File: config.mk
export PLATFORM = sky130hd
export DESIGN_NAME = dsbl_link
export DESIGN_NICKNAME = d
export VERILOG_FILES = /design/src/dsbl_pkg.sv /design/src/dsbl_uart.sv /design/src/dsbl_link.sv
export SDC_FILE = /design/constraint.sdc
export NUM_CORES = 1
export LEC_CHECK = 0
export BUFFER_PORTS_ARGS = -buffer_cell sky130_fd_sc_hd__buf_2
export CAP_MARGIN = 20
export CORE_MARGIN = 3
export CORE_UTILIZATION = 60
export DETAILED_ROUTE_END_ITERATION = 16
export PLACE_DENSITY = 0.77
export SLEW_MARGIN = 20
export SYNTH_ARGS = -nofsm -noshare
export SYNTH_HDL_FRONTEND = slang
export SYNTH_SLANG_ARGS = --single-unit
export TNS_END_PERCENT = 1
File: constraint.sdc
create_clock -name CLK -period 6.4 [get_ports CLK]
set_clock_uncertainty 0.15 [all_clocks]
set_input_delay 0.32 -clock CLK [delete_from_list [all_inputs] [get_ports CLK]]
set_output_delay 0.32 -clock CLK [all_outputs]
set_load 0.005 [all_outputs]
File: src/dsbl_pkg.sv
package dsbl_pkg;

    //----------------------------------------------------------------
    // Clock and bit timing
    //----------------------------------------------------------------
    localparam int unsigned CLK_HZ      = 50_000_000;
    localparam int unsigned OVERSAMPLE  = 16;
    localparam int unsigned BAUD_0      = 2400;
    localparam int unsigned BAUD_1      = 4800;
    localparam int unsigned BAUD_2      = 9600;
    localparam int unsigned BAUD_3      = 19200;
    localparam int unsigned BAUD_4      = 38400;
    localparam int unsigned BAUD_5      = 57600;
    localparam int unsigned BAUD_6      = 76800;
    localparam int unsigned BAUD_7      = 115200;
    localparam logic [3:0]  SUB_LAST    = 4'hf;   // Last oversample tick of a bit
    localparam logic [3:0]  SUB_MID     = 4'h7;   // Oversample tick that samples a bit

    //----------------------------------------------------------------
    // Character framing selections
    //----------------------------------------------------------------
    localparam logic [1:0] FRAME_EVEN_1 = 2'h0;   // Reset default of the configuration
    localparam logic [1:0] FRAME_ODD_1  = 2'h1;
    localparam logic [1:0] FRAME_NONE_2 = 2'h2;
    localparam logic [1:0] FRAME_NONE_1 = 2'h3;
    localparam logic [3:0] FRAME_BITS_11 = 4'hb;
    localparam logic [3:0] FRAME_BITS_10 = 4'ha;

    //----------------------------------------------------------------
    // Telegram constants
    //----------------------------------------------------------------
    localparam logic [7:0] TELEGRAM_START_CHAR = 8'h02;
    localparam logic [7:0] LENGTH_OVERHEAD     = 8'h02;  // Address byte plus check byte
    localparam logic [6:0] ADDR_MAX            = 7'h7e;
    localparam logic [6:0] ADDR_SHORT_MAX      = 7'h1f;
    localparam int unsigned ADDR_FMT_BIT       = 7;
    localparam int unsigned ADDR_BCAST_BIT     = 5;

    //----------------------------------------------------------------
    // Carriers
    //----------------------------------------------------------------
    typedef struct packed {
        logic [2:0] baud_sel;
        logic [1:0] frame_sel;
        logic [6:0] node_addr;
    } dsbl_cfg_type;

    typedef struct packed {
        logic       valid;
        logic [7:0] index;
        logic [7:0] data;
    } dsbl_rx_byte_type;

    //----------------------------------------------------------------
    // Functions
    //----------------------------------------------------------------
    function automatic logic [15:0] baud_div(input logic [2:0] sel);
        int unsigned rate;
        unique case (sel)
            3'h0: rate = BAUD_0;
            3'h1: rate = BAUD_1;
            3'h2: rate = BAUD_2;
            3'h3: rate = BAUD_3;
            3'h4: rate = BAUD_4;
            3'h5: rate = BAUD_5;
            3'h6: rate = BAUD_6;
            3'h7: rate = BAUD_7;
        endcase
        return 16'(CLK_HZ / (rate * OVERSAMPLE) - 1);
    endfunction

    function automatic logic [3:0] frame_bits(input logic [1:0] sel);
        return (sel == FRAME_NONE_1) ? FRAME_BITS_10 : FRAME_BITS_11;
    endfunction

    // Bit 9 carries parity, or a stop bit when parity is off
    function automatic logic parity_slot(input logic [7:0] d, input logic [1:0] sel);
        unique case (sel)
            FRAME_EVEN_1: parity_slot = ^d;
            FRAME_ODD_1:  parity_slot = ~^d;
            FRAME_NONE_2: parity_slot = 1'b1;
            FRAME_NONE_1: parity_slot = 1'b1;
        endcase
    endfunction

endpackage

File: src/dsbl_uart.sv
module dsbl_uart (
    input  wire logic               clk,
    input  wire logic               rst,
    input  wire dsbl_pkg::dsbl_cfg_type cfg,
    input  wire logic               rxd,
    output logic                    txd,
    output logic                    tx_busy,
    input  wire logic               tx_start,
    input  wire logic [7:0]         tx_byte,
    output logic                    tx_done,
    output logic [7:0]              rx_byte,
    output logic                    rx_valid,
    output logic                    rx_err
);

    typedef struct packed {
        logic [15:0] div;
        logic [3:0]  tsub;
        logic [3:0]  tbit;
        logic        tbusy;
        logic [10:0] tsh;
        logic        tdone;
        logic [3:0]  rsub;
        logic [3:0]  rbit;
        logic        rbusy;
        logic [10:0] rsh;
        logic        rvalid;
        logic        rerr;
    } dsbl_uart_state_type;

    dsbl_uart_state_type s;
    dsbl_uart_state_type next_s;

    //----------------------------------------------------------------
    // Bit engine
    //----------------------------------------------------------------
    // One process for divider, transmitter and receiver
    always_comb begin
        logic       tick;
        logic [3:0] len;
        logic       perr;
        tick   = (s.div == 16'h0000);
        len    = dsbl_pkg::frame_bits(cfg.frame_sel);
        perr   = 1'b0;
        next_s = s;
        next_s.tdone  = 1'b0;
        next_s.rvalid = 1'b0;
        next_s.div    = tick ? dsbl_pkg::baud_div(cfg.baud_sel) : s.div - 16'h0001;
        // Start bit, data LSB first, parity, stop, then idle high
        if (tx_start && !s.tbusy) begin
            next_s.tsh   = {1'b1, dsbl_pkg::parity_slot(tx_byte, cfg.frame_sel),
                            tx_byte, 1'b0};
            next_s.tbusy = 1'b1;
            next_s.tbit  = 4'h0;
            next_s.tsub  = 4'h0;
        end else if (tick && s.tbusy) begin
            next_s.tsub = s.tsub + 4'h1;
            if (s.tsub == dsbl_pkg::SUB_LAST) begin
                next_s.tsh  = {1'b1, s.tsh[10:1]};
                next_s.tbit = s.tbit + 4'h1;
                if (s.tbit == len - 4'h1) begin
                    next_s.tbusy = 1'b0;
                    next_s.tdone = 1'b1;
                end
            end
        end
        // Receiver is deaf while we drive, so our own echo never lands
        if (s.tbusy) begin
            next_s.rbusy = 1'b0;
        end else if (tick && !s.rbusy) begin
            if (!rxd) begin
                next_s.rbusy = 1'b1;
                next_s.rsub  = 4'h1;
                next_s.rbit  = 4'h0;
            end
        end else if (tick) begin
            next_s.rsub = s.rsub + 4'h1;
            if (s.rsub == dsbl_pkg::SUB_MID) begin
                next_s.rsh[s.rbit] = rxd;
                if (s.rbit == 4'h0 && rxd) begin
                    next_s.rbusy = 1'b0; // Start glitch
                end else if (s.rbit == len - 4'h1) begin
                    unique case (cfg.frame_sel)
                        dsbl_pkg::FRAME_EVEN_1: perr = ^s.rsh[9:1];
                        dsbl_pkg::FRAME_ODD_1:  perr = ~^s.rsh[9:1];
                        dsbl_pkg::FRAME_NONE_2: perr = ~s.rsh[9];
                        dsbl_pkg::FRAME_NONE_1: perr = 1'b0;
                    endcase
                    next_s.rbusy  = 1'b0;
                    next_s.rvalid = 1'b1;
                    next_s.rerr   = perr | ~rxd; // Stop bit must be high
                end
            end
            if (s.rsub == dsbl_pkg::SUB_LAST) begin
                next_s.rbit = s.rbit + 4'h1;
            end
        end
    end

    always_ff @(posedge clk or posedge rst) begin
        if (rst) begin
            s     <= '0;
            s.tsh <= 11'h7ff;
        end else begin
            s <= next_s;
        end
    end

    assign txd      = s.tsh[0];
    assign tx_busy  = s.tbusy;
    assign tx_done  = s.tdone;
    assign rx_byte  = s.rsh[8:1];
    assign rx_valid = s.rvalid;
    assign rx_err   = s.rerr;

endmodule

File: src/dsbl_link.sv
module dsbl_link (
    input  wire logic                       CLK,
    input  wire logic                       RST,
    input  wire dsbl_pkg::dsbl_cfg_type     CFG,
    input  wire logic                       RXD,
    output logic                            TXD,
    output logic                            TX_EN,
    output dsbl_pkg::dsbl_rx_byte_type      RX_BYTE,
    output logic                            TEL_OK,
    output logic                            TEL_BCAST,
    output logic                            TEL_ERR,
    output logic                            REPLY_PENDING,
    input  wire logic                       REPLY_GO,
    input  wire logic [7:0]                 REPLY_LEN,
    input  wire logic [7:0]                 REPLY_DATA,
    input  wire logic                       REPLY_VALID,
    output logic                            REPLY_READY,
    output logic                            REPLY_DONE
);

    typedef enum logic [3:0] {
        ST_HUNT    = 4'h0,
        ST_LEN     = 4'h1,
        ST_ADDR    = 4'h2,
        ST_DATA    = 4'h3,
        ST_CHECK   = 4'h4,
        ST_WAIT    = 4'h5,
        ST_TX_STX  = 4'h6,
        ST_TX_LEN  = 4'h7,
        ST_TX_ADDR = 4'h8,
        ST_TX_DATA = 4'h9,
        ST_TX_BCC  = 4'ha
    } dsbl_state_type;

    typedef struct packed {
        dsbl_state_type             st;
        logic [7:0]                 bcc;
        logic [7:0]                 left;
        logic [7:0]                 addr;
        logic                       hit;
        logic                       bcast;
        logic                       sent;
        dsbl_pkg::dsbl_rx_byte_type rxo;
        logic                       ok;
        logic                       bc_out;
        logic                       err;
        logic                       done;
    } dsbl_link_state_type;

    dsbl_link_state_type s;
    dsbl_link_state_type next_s;

    logic       tx_busy;
    logic       tx_start;
    logic [7:0] tx_byte;
    logic       tx_done;
    logic [7:0] rx_byte;
    logic       rx_valid;
    logic       rx_err;

    //----------------------------------------------------------------
    // Address decode
    //----------------------------------------------------------------
    // Returns {addressed to us or broadcast, broadcast}
    function automatic logic [1:0] addr_match(input logic [7:0] a, input logic [6:0] node);
        logic bc;
        logic me;
        if (a[dsbl_pkg::ADDR_FMT_BIT]) begin
            bc = (a[6:0] == 7'h00);
            me = (a[6:0] == node);
        end else begin
            bc = a[dsbl_pkg::ADDR_BCAST_BIT];
            me = !bc && (node <= dsbl_pkg::ADDR_SHORT_MAX) && (a[4:0] == node[4:0]);
        end
        // A node address outside 1..126 answers nothing
        me = me && (node != 7'h00) && (node <= dsbl_pkg::ADDR_MAX);
        addr_match = {me | bc, bc};
    endfunction

    //----------------------------------------------------------------
    // Character engine
    //----------------------------------------------------------------
    // Bit rate, framing and bit order all live in the engine
    dsbl_uart u_uart (
        .clk      (CLK),
        .rst      (RST),
        .cfg      (CFG),
        .rxd      (RXD),
        .txd      (TXD),
        .tx_busy  (tx_busy),
        .tx_start (tx_start),
        .tx_byte  (tx_byte),
        .tx_done  (tx_done),
        .rx_byte  (rx_byte),
        .rx_valid (rx_valid),
        .rx_err   (rx_err)
    );

    //----------------------------------------------------------------
    // Handshake outputs
    //----------------------------------------------------------------
    // Data is pulled only when the engine can take it at once
    assign REPLY_READY = (s.st == ST_TX_DATA) && !s.sent && !tx_busy;
    assign tx_start    = (s.st == ST_TX_DATA) ? (REPLY_READY && REPLY_VALID)
                       : ((s.st >= ST_TX_STX) && !s.sent && !tx_busy);

    // Outgoing byte for each reply state; check byte covers all earlier bytes
    always_comb begin
        unique case (s.st)
            ST_TX_STX:  tx_byte = dsbl_pkg::TELEGRAM_START_CHAR;
            ST_TX_LEN:  tx_byte = s.left + dsbl_pkg::LENGTH_OVERHEAD;
            ST_TX_ADDR: tx_byte = s.addr; // Echoed unchanged
            ST_TX_DATA: tx_byte = REPLY_DATA;
            ST_TX_BCC:  tx_byte = s.bcc;
            default:    tx_byte = 8'h00;
        endcase
    end

    //----------------------------------------------------------------
    // Telegram sequencer
    //----------------------------------------------------------------
    always_comb begin
        logic [1:0] m;
        m      = addr_match(rx_byte, CFG.node_addr);
        next_s = s;
        next_s.rxo.valid = 1'b0;
        next_s.ok        = 1'b0;
        next_s.bc_out    = 1'b0;
        next_s.err       = 1'b0;
        next_s.done      = 1'b0;
        if (tx_start) begin
            next_s.sent = 1'b1;
            next_s.bcc  = s.bcc ^ tx_byte;
        end
        unique case (s.st)
            ST_HUNT: begin
                // Resync on the start char; checksum seeded from it
                if (rx_valid && !rx_err && rx_byte == dsbl_pkg::TELEGRAM_START_CHAR) begin
                    next_s.st  = ST_LEN;
                    next_s.bcc = rx_byte;
                end
            end
            ST_LEN, ST_ADDR, ST_DATA, ST_CHECK: begin
                if (rx_valid && rx_err) begin
                    next_s.st  = ST_HUNT; // Corrupt character kills the telegram
                    next_s.err = 1'b1;
                end else if (rx_valid) begin
                    next_s.bcc = s.bcc ^ rx_byte;
                    unique case (s.st)
                        ST_LEN: begin
                            // Length of any format, text ones included
                            next_s.left = rx_byte - dsbl_pkg::LENGTH_OVERHEAD;
                            next_s.st   = (rx_byte < dsbl_pkg::LENGTH_OVERHEAD) ? ST_HUNT
                                                                                : ST_ADDR;
                        end
                        ST_ADDR: begin
                            next_s.addr  = rx_byte;
                            next_s.hit   = m[1];
                            next_s.bcast = m[0];
                            next_s.rxo.index = 8'hff; // First data byte wraps to index 0
                            next_s.st    = (s.left == 8'h00) ? ST_CHECK : ST_DATA;
                        end
                        ST_DATA: begin
                            // Foreign telegrams are tracked but not passed on
                            next_s.rxo.valid = s.hit;
                            next_s.rxo.data  = rx_byte;
                            next_s.rxo.index = s.rxo.index + 8'h01;
                            next_s.left = s.left - 8'h01;
                            if (s.left == 8'h01) begin
                                next_s.st = ST_CHECK;
                            end
                        end
                        default: begin
                            // Check byte: XOR of all earlier bytes must equal it
                            next_s.st = ST_HUNT;
                            if (s.bcc != rx_byte) begin
                                next_s.err = 1'b1;
                            end else if (s.hit) begin
                                next_s.ok     = 1'b1;
                                next_s.bc_out = s.bcast;
                                // Broadcasts get no answer
                                if (!s.bcast) begin
                                    next_s.st = ST_WAIT;
                                end
                            end
                        end
                    endcase
                end
            end
            ST_WAIT: begin
                // Master gave up and talks again: abandon the reply
                if (rx_valid) begin
                    next_s.st = ST_HUNT;
                end else if (REPLY_GO) begin
                    next_s.st   = ST_TX_STX; // Answer only the request just taken
                    next_s.left = REPLY_LEN;
                    next_s.bcc  = 8'h00;
                    next_s.sent = 1'b0;
                end
            end
            default: begin
                if (tx_done) begin
                    next_s.sent = 1'b0;
                    unique case (s.st)
                        ST_TX_STX:  next_s.st = ST_TX_LEN;
                        ST_TX_LEN:  next_s.st = ST_TX_ADDR;
                        ST_TX_ADDR: next_s.st = (s.left == 8'h00) ? ST_TX_BCC : ST_TX_DATA;
                        ST_TX_DATA: begin
                            next_s.left = s.left - 8'h01;
                            if (s.left == 8'h01) begin
                                next_s.st = ST_TX_BCC;
                            end
                        end
                        default: begin
                            next_s.st   = ST_HUNT;
                            next_s.done = 1'b1;
                        end
                    endcase
                end
            end
        endcase
    end

    always_ff @(posedge CLK or posedge RST) begin
        if (RST) begin
            s    <= '0;
            s.st <= ST_HUNT;
        end else begin
            s <= next_s;
        end
    end

    //----------------------------------------------------------------
    // Outputs
    //----------------------------------------------------------------
    // Driver enable follows the engine, released after the stop bit
    assign TX_EN         = tx_busy;
    assign RX_BYTE       = s.rxo;
    assign TEL_OK        = s.ok;
    assign TEL_BCAST     = s.bc_out;
    assign TEL_ERR       = s.err;
    assign REPLY_PENDING = (s.st == ST_WAIT);
    assign REPLY_DONE    = s.done;

endmodule

==> parameters.txt, run 1 <==
Parameter                              Value

Run status
  Run status    did not finish
  Exit stage    global routing
  Error Message    [ERROR GRT-0232] Routing congestion too high. Check the congestion heatmap in the GUI.

Synthesis
  Syn Std Cell Area    18,800 um^2
  Number of enable-type register cells in the synthesized netlist    0
  Share of flip-flops with an asynchronous set or reset after synthesis    1.00
  Portion of the post-synthesis area used by sequential elements    0.146
  Mean cell area of the mapped netlist    7.35 um^2
  Most instantiated flip-flop cell in the synthesis netlist    sky130_fd_sc_hd__dfrtp_1
  Most area-hungry cell type in the Yosys netlist    sky130_fd_sc_hd__dfrtp_1
  Total of flip-flops plus latches after synthesis    109
  Unique masters post-synth    112
  Yosys top cell area share    0.131
  Yosys Warn Count    0
  Number of standard cells after synthesis    2,553
  Top cells by area in the synthesized netlist    sky130_fd_sc_hd__dfrtp_1 13%, sky130_fd_sc_hd__ha_1 13%, sky130_fd_sc_hd__nand2_1 5.7%

Clock tree
  Total clock buffers created by CTS    9
  Root cell of the clock tree    sky130_fd_sc_hd__clkbuf_16
  H-tree depth    3
  CTS max path bufs    2
  TritonCTS Sinks    109

Floorplan
  I/O pin cnt    58
  Number of standard-cell rows in the floorplan    64
  Initial Util    0.612
  Die boundary width    183 um
  Die Height    183 um

STA
  Worst-slack endpoint at the end of global-route timing repair    u_uart.s[55]$_DFF_PP0_/D
  Worst-path end type    register data pin

Placed design
  Last weighted congestion value of the routability-driven placer    1.08
  Place WS    -26.95 ns
  Detail Placement HPWL    63,900 um
  Number of placed cells counting well taps    3,675
  I/O Buffers    57

GRT
  GRT Overall Usage    0.827
  Final global-route overflow total    41
  Pin count of the biggest net entering global routing    60
[cells in the mapped netlist (46+ instances only)]
library cell and instances:
sky130_fd_sc_hd__nand2_1 284, sky130_fd_sc_hd__nor2_1 244, sky130_fd_sc_hd__ha_1 194, sky130_fd_sc_hd__a21oi_1 193, sky130_fd_sc_hd__o21ai_0 192, sky130_fd_sc_hd__xnor2_1 109
sky130_fd_sc_hd__dfrtp_1 98, sky130_fd_sc_hd__clkbuf_1 84, sky130_fd_sc_hd__inv_1 81, sky130_fd_sc_hd__nand3_1 77, sky130_fd_sc_hd__nor3_1 72, sky130_fd_sc_hd__mux2_2 60
sky130_fd_sc_hd__xor2_1 51, sky130_fd_sc_hd__o21a_1 49, sky130_fd_sc_hd__a21o_1 46
[repair_timing]
| action | 4_1_cts |
|---|---|
| endpoints found under the setup margin | 16 |
| gates resized for setup | 178 |
| buffers inserted | 67 |
| hold endpoints to repair | 50 |
| hold buffers | 1 |
| cloned | 4 |
| pin swaps | 126 |
[cells by family after synthesis]
logic type      after synthesis  synth area share
buf+inv                     208            0.0466
xor+xnor                    162            0.0773
simple gates                961             0.250
compound gates              816             0.290
flops                       109             0.146
other cells                   1          0.000200
fa+ha+maj                   195             0.130
mux                         101            0.0593
[metal layers]
metal  GRT overflow  track usage
met1              0        0.813
met2             22        0.948
met3              1        0.738
met4             18        0.816
met5              0        0.510
[per-stage QoR]
step                      area [um^2]  TNS, ns   util
after floorplan                 19700  -414.30      -
after global placement          25700  -404.94  0.839
after detailed placement        25700  -426.89  0.839
after CTS                       27500  -392.71  0.895
==> run 2: changes to the inputs <==
CORE_UTILIZATION = 40   (was 60)
PLACE_DENSITY = not set   (was 0.77)
PLACE_DENSITY_LB_ADDON = 0.15   (was not set)
==> run 2 against run 1 <==
The flow now finishes, with violations (negative setup slack). Synthesized cell count stayed put. Area after synthesis stayed put.
==> parameters.txt, run 2 <==
Parameter                              Value

Clock tree
  Total clock buffers created by CTS    9 (unchanged)
  Clock latency on the worst-skew pair    0.37 ns
  CTS max path bufs    2 (unchanged)
  CTS tree    built
  TritonCTS Sinks    109 (unchanged)
  Root cell of the clock tree    sky130_fd_sc_hd__clkbuf_16
  Register clock-pin slew on the reported worst setup and hold paths    0.08 ns
  H-tree depth    3 (unchanged)

STA
  Crit share post-route    4.92
  TNS Setup    -397.77 ns
  Final Max Tran Viols    0
  Relative max-transition margin    0.256
  Achievable Freq    31.8 MHz
  Unrepaired setup endpoints after global routing    yes
  Min setup slack post-route    -25.07 ns
  Time the final worst path needs with I/O delays and setup    31.47 ns
  Final hold violation count    0
  Slew at the pin with the worst max-slew slack    1.11 ns
  Setup Viol. Count Final    16
  Final worst hold slack    0.129 ns

Flow run
  Max Cap Violations    0

Critical path
  Type of element capturing the critical path    register
  Worst endpoint data arrival time    31.56 ns
  Critical path required time    6.49 ns
  Flop-to-flop setup slack    3.06 ns
  Class of the most critical setup path    in -> reg
  Crit-path max cell delay    0.52 ns
  Crit Path Max Fanout    8
  Cell seen most often among critical-path stages    sky130_fd_sc_hd__buf_4
  Setup crit start kind    input port
  Slowest library cell on the worst path    sky130_fd_sc_hd__or4_1

GRT
  Pin count of the biggest net entering global routing    56
  Number of antenna violations at the first check in global routing    0
  GRT Overall Usage    0.311
  First-pass GRT wire length    126,000 um
  Via count of the first global-routing pass    23,616
  Final global-route overflow total    0

Floorplan
  Number of standard-cell rows in the floorplan    78 (+22%)
  Area inside the core boundary    45,900 um^2
  Initial Util    0.409 (-0.203)
  I/O pin cnt    58 (unchanged)
  Total Die Area    49,500 um^2
  Die boundary width    223 um (+22%)
  Die Height    223 um (+22%)

Synthesis
  Most area-hungry cell type in the Yosys netlist    sky130_fd_sc_hd__dfrtp_1
  Yosys top cell area share    0.131 (unchanged)
  Yosys Warn Count    0 (unchanged)
  Syn Std Cell Area    18,800 um^2 (unchanged)
  Number of enable-type register cells in the synthesized netlist    0 (unchanged)
  Total of flip-flops plus latches after synthesis    109 (unchanged)
  Portion of the post-synthesis area used by sequential elements    0.146 (unchanged)
  Most instantiated flip-flop cell in the synthesis netlist    sky130_fd_sc_hd__dfrtp_1
  Number of standard cells after synthesis    2,553 (unchanged)
  Top cells by area in the synthesized netlist    sky130_fd_sc_hd__dfrtp_1 13%, sky130_fd_sc_hd__ha_1 13%, sky130_fd_sc_hd__nand2_1 5.7%
  Mean cell area of the mapped netlist    7.35 um^2 (unchanged)
  Top post-synthesis cells by count    284 x sky130_fd_sc_hd__nand2_1, 244 x sky130_fd_sc_hd__nor2_1, 194 x sky130_fd_sc_hd__ha_1
  Most numerous cell in the Yosys netlist    sky130_fd_sc_hd__nand2_1
  Share of flip-flops with an asynchronous set or reset after synthesis    1.00 (unchanged)
  Unique masters post-synth    112 (unchanged)

Cells and area
  Total number of nets in the final design    3,655
  Final-layout fill cell count    3,999
  Share of post-route cells with drive strength above 1    0.412
  Top library cells by usage in the layout, fill and taps aside    901 x sky130_fd_sc_hd__buf_4, 267 x sky130_fd_sc_hd__nand2_1, 209 x sky130_fd_sc_hd__nor2_1, 153 x sky130_fd_sc_hd__o21ai_0, 149 x sky130_fd_sc_hd__a21oi_1
  Largest register FFs    43
  # diodes    0
  Area of all placed cells without fillers    28,800 um^2
  Largest reg by FF count    u_uart.s
  Area growth, synth to finish    53.5%
  Fin cells    4,032
  Most common cell after layout, fill and taps aside    sky130_fd_sc_hd__buf_4

Placed design
  I/O Buffers    57 (unchanged)
  Last weighted congestion value of the routability-driven placer    0.981 (-9.2%)
  Number of placed cells counting well taps    3,898 (+6.1%)
  Detail Placement HPWL    61,600 um (-3.5%)
  Placed instance area    26,100 um^2 (+1.5%)

Route
  Antenna Violating Nets Remaining    0
  Routed wire length    82,100 um
  Number of iterations in the first detailed-routing pass    7
  Violation count after the first detailed-routing iteration    2,071
  Via count normalized by instance count    5.94
  Vias after detailed routing    23,930
  Number of design rule violations left after detail routing    0
  Wirelength per Cell    20.4 um

Hold path
  Hold/Removal Path Class    in -> reg

Run status
  Run status    finished with violations
  Violated checks    negative setup slack
-- run 2: cell counts after synthesis --
No cell type changed its count.
-- run 2: logic make-up after synthesis --
family / after synthesis / share of synthesized area
buffers and inverters: 208 / 0.0466
muxes: 101 / 0.0593
and+or+nand+nor: 961 / 0.250
other: 1 / 0.000200
xor gates and xnor gates: 162 / 0.0773
DFF: 109 / 0.146
AOI/OAI and AO/OA: 816 / 0.290
adders and majority gates: 195 / 0.130
-- run 2: final cells by class --
cell class / instances / area (um^2) / share of cell area
Clock buffer: 9 / 225 / 0.00782
Multi-Input combinational cell: 2240 / 17300 / 0.601
Sequential cell: 109 / 2740 / 0.0952
Tap cell: 600 / 751 / 0.0261
Timing Repair Buffer: 979 / 7330 / 0.254
Inverter: 88 / 357 / 0.0124
Clock inverter: 7 / 88.8 / 0.00308
-- run 2: final timing paths --
kind	to	depth (start not counted)	start
max in group asynchronous	u_uart.s[42]$_DFFE_PP0P_	4	RST
setup reg to reg	u_uart.s[55]$_DFF_PP0_	12	u_uart.s[43]$_DFF_PP0_
hold reg to reg	u_uart.txd$_DFFE_PP1P_	2	u_uart.s[24]$_DFFE_PP1P_
setup / recovery	u_uart.s[55]$_DFF_PP0_	175	CFG[9]
min in group asynchronous	RX_BYTE[15]$_DFFE_PP0P_	3	RST
hold / removal	s[37]$_DFFE_PP0P_	3	REPLY_LEN[5]
-- run 2: metal layers --
metal / vias to the layer above / track usage / share of wire
li1: 11247 / - / -
met1: 11430 / 0.396 / 0.41
met2: 998 / 0.539 / 0.47
met3: 255 / 0.0324 / 0.069
met4: 0 / 0.123 / 0.047
met5: - / 0 / 0
-- run 2: worst max-delay path: cells and delay by family --
kind                       cells  cell delay [ns]
muxes                          6             1.87
and+or+nand+nor               53             8.57
buffers and inverters         20             2.84
xor gates and xnor gates       2             0.16
adders and majority gates     22             5.48
AOI/OAI and AO/OA             72            12.27
-- run 2: timing repair --
item                                   in CTS  in global routing
setup endpoints to repair                  16                 16
gates resized for setup                   185                126
hold buffers                                1                  0
buffers inserted                           69                 46
cloned                                      4                  0
endpoints found under the hold margin      54                  0
pin swaps                                 138                163
-- run 2: per-stage QoR --
stage / worst slack (ns) / utilization
after CTS: -24.39 / 0.608
after global routing: -26.62 / 0.628
after global placement: -25.59 / 0.569
final: -25.07 / 0.628
after detailed placement: -26.45 / 0.569
after floorplan: -26.30 / -
Power of run 2 is left out: the tool's default activity adds up to more than one toggle a clock period on the data nets, which glitch-free logic cannot reach.
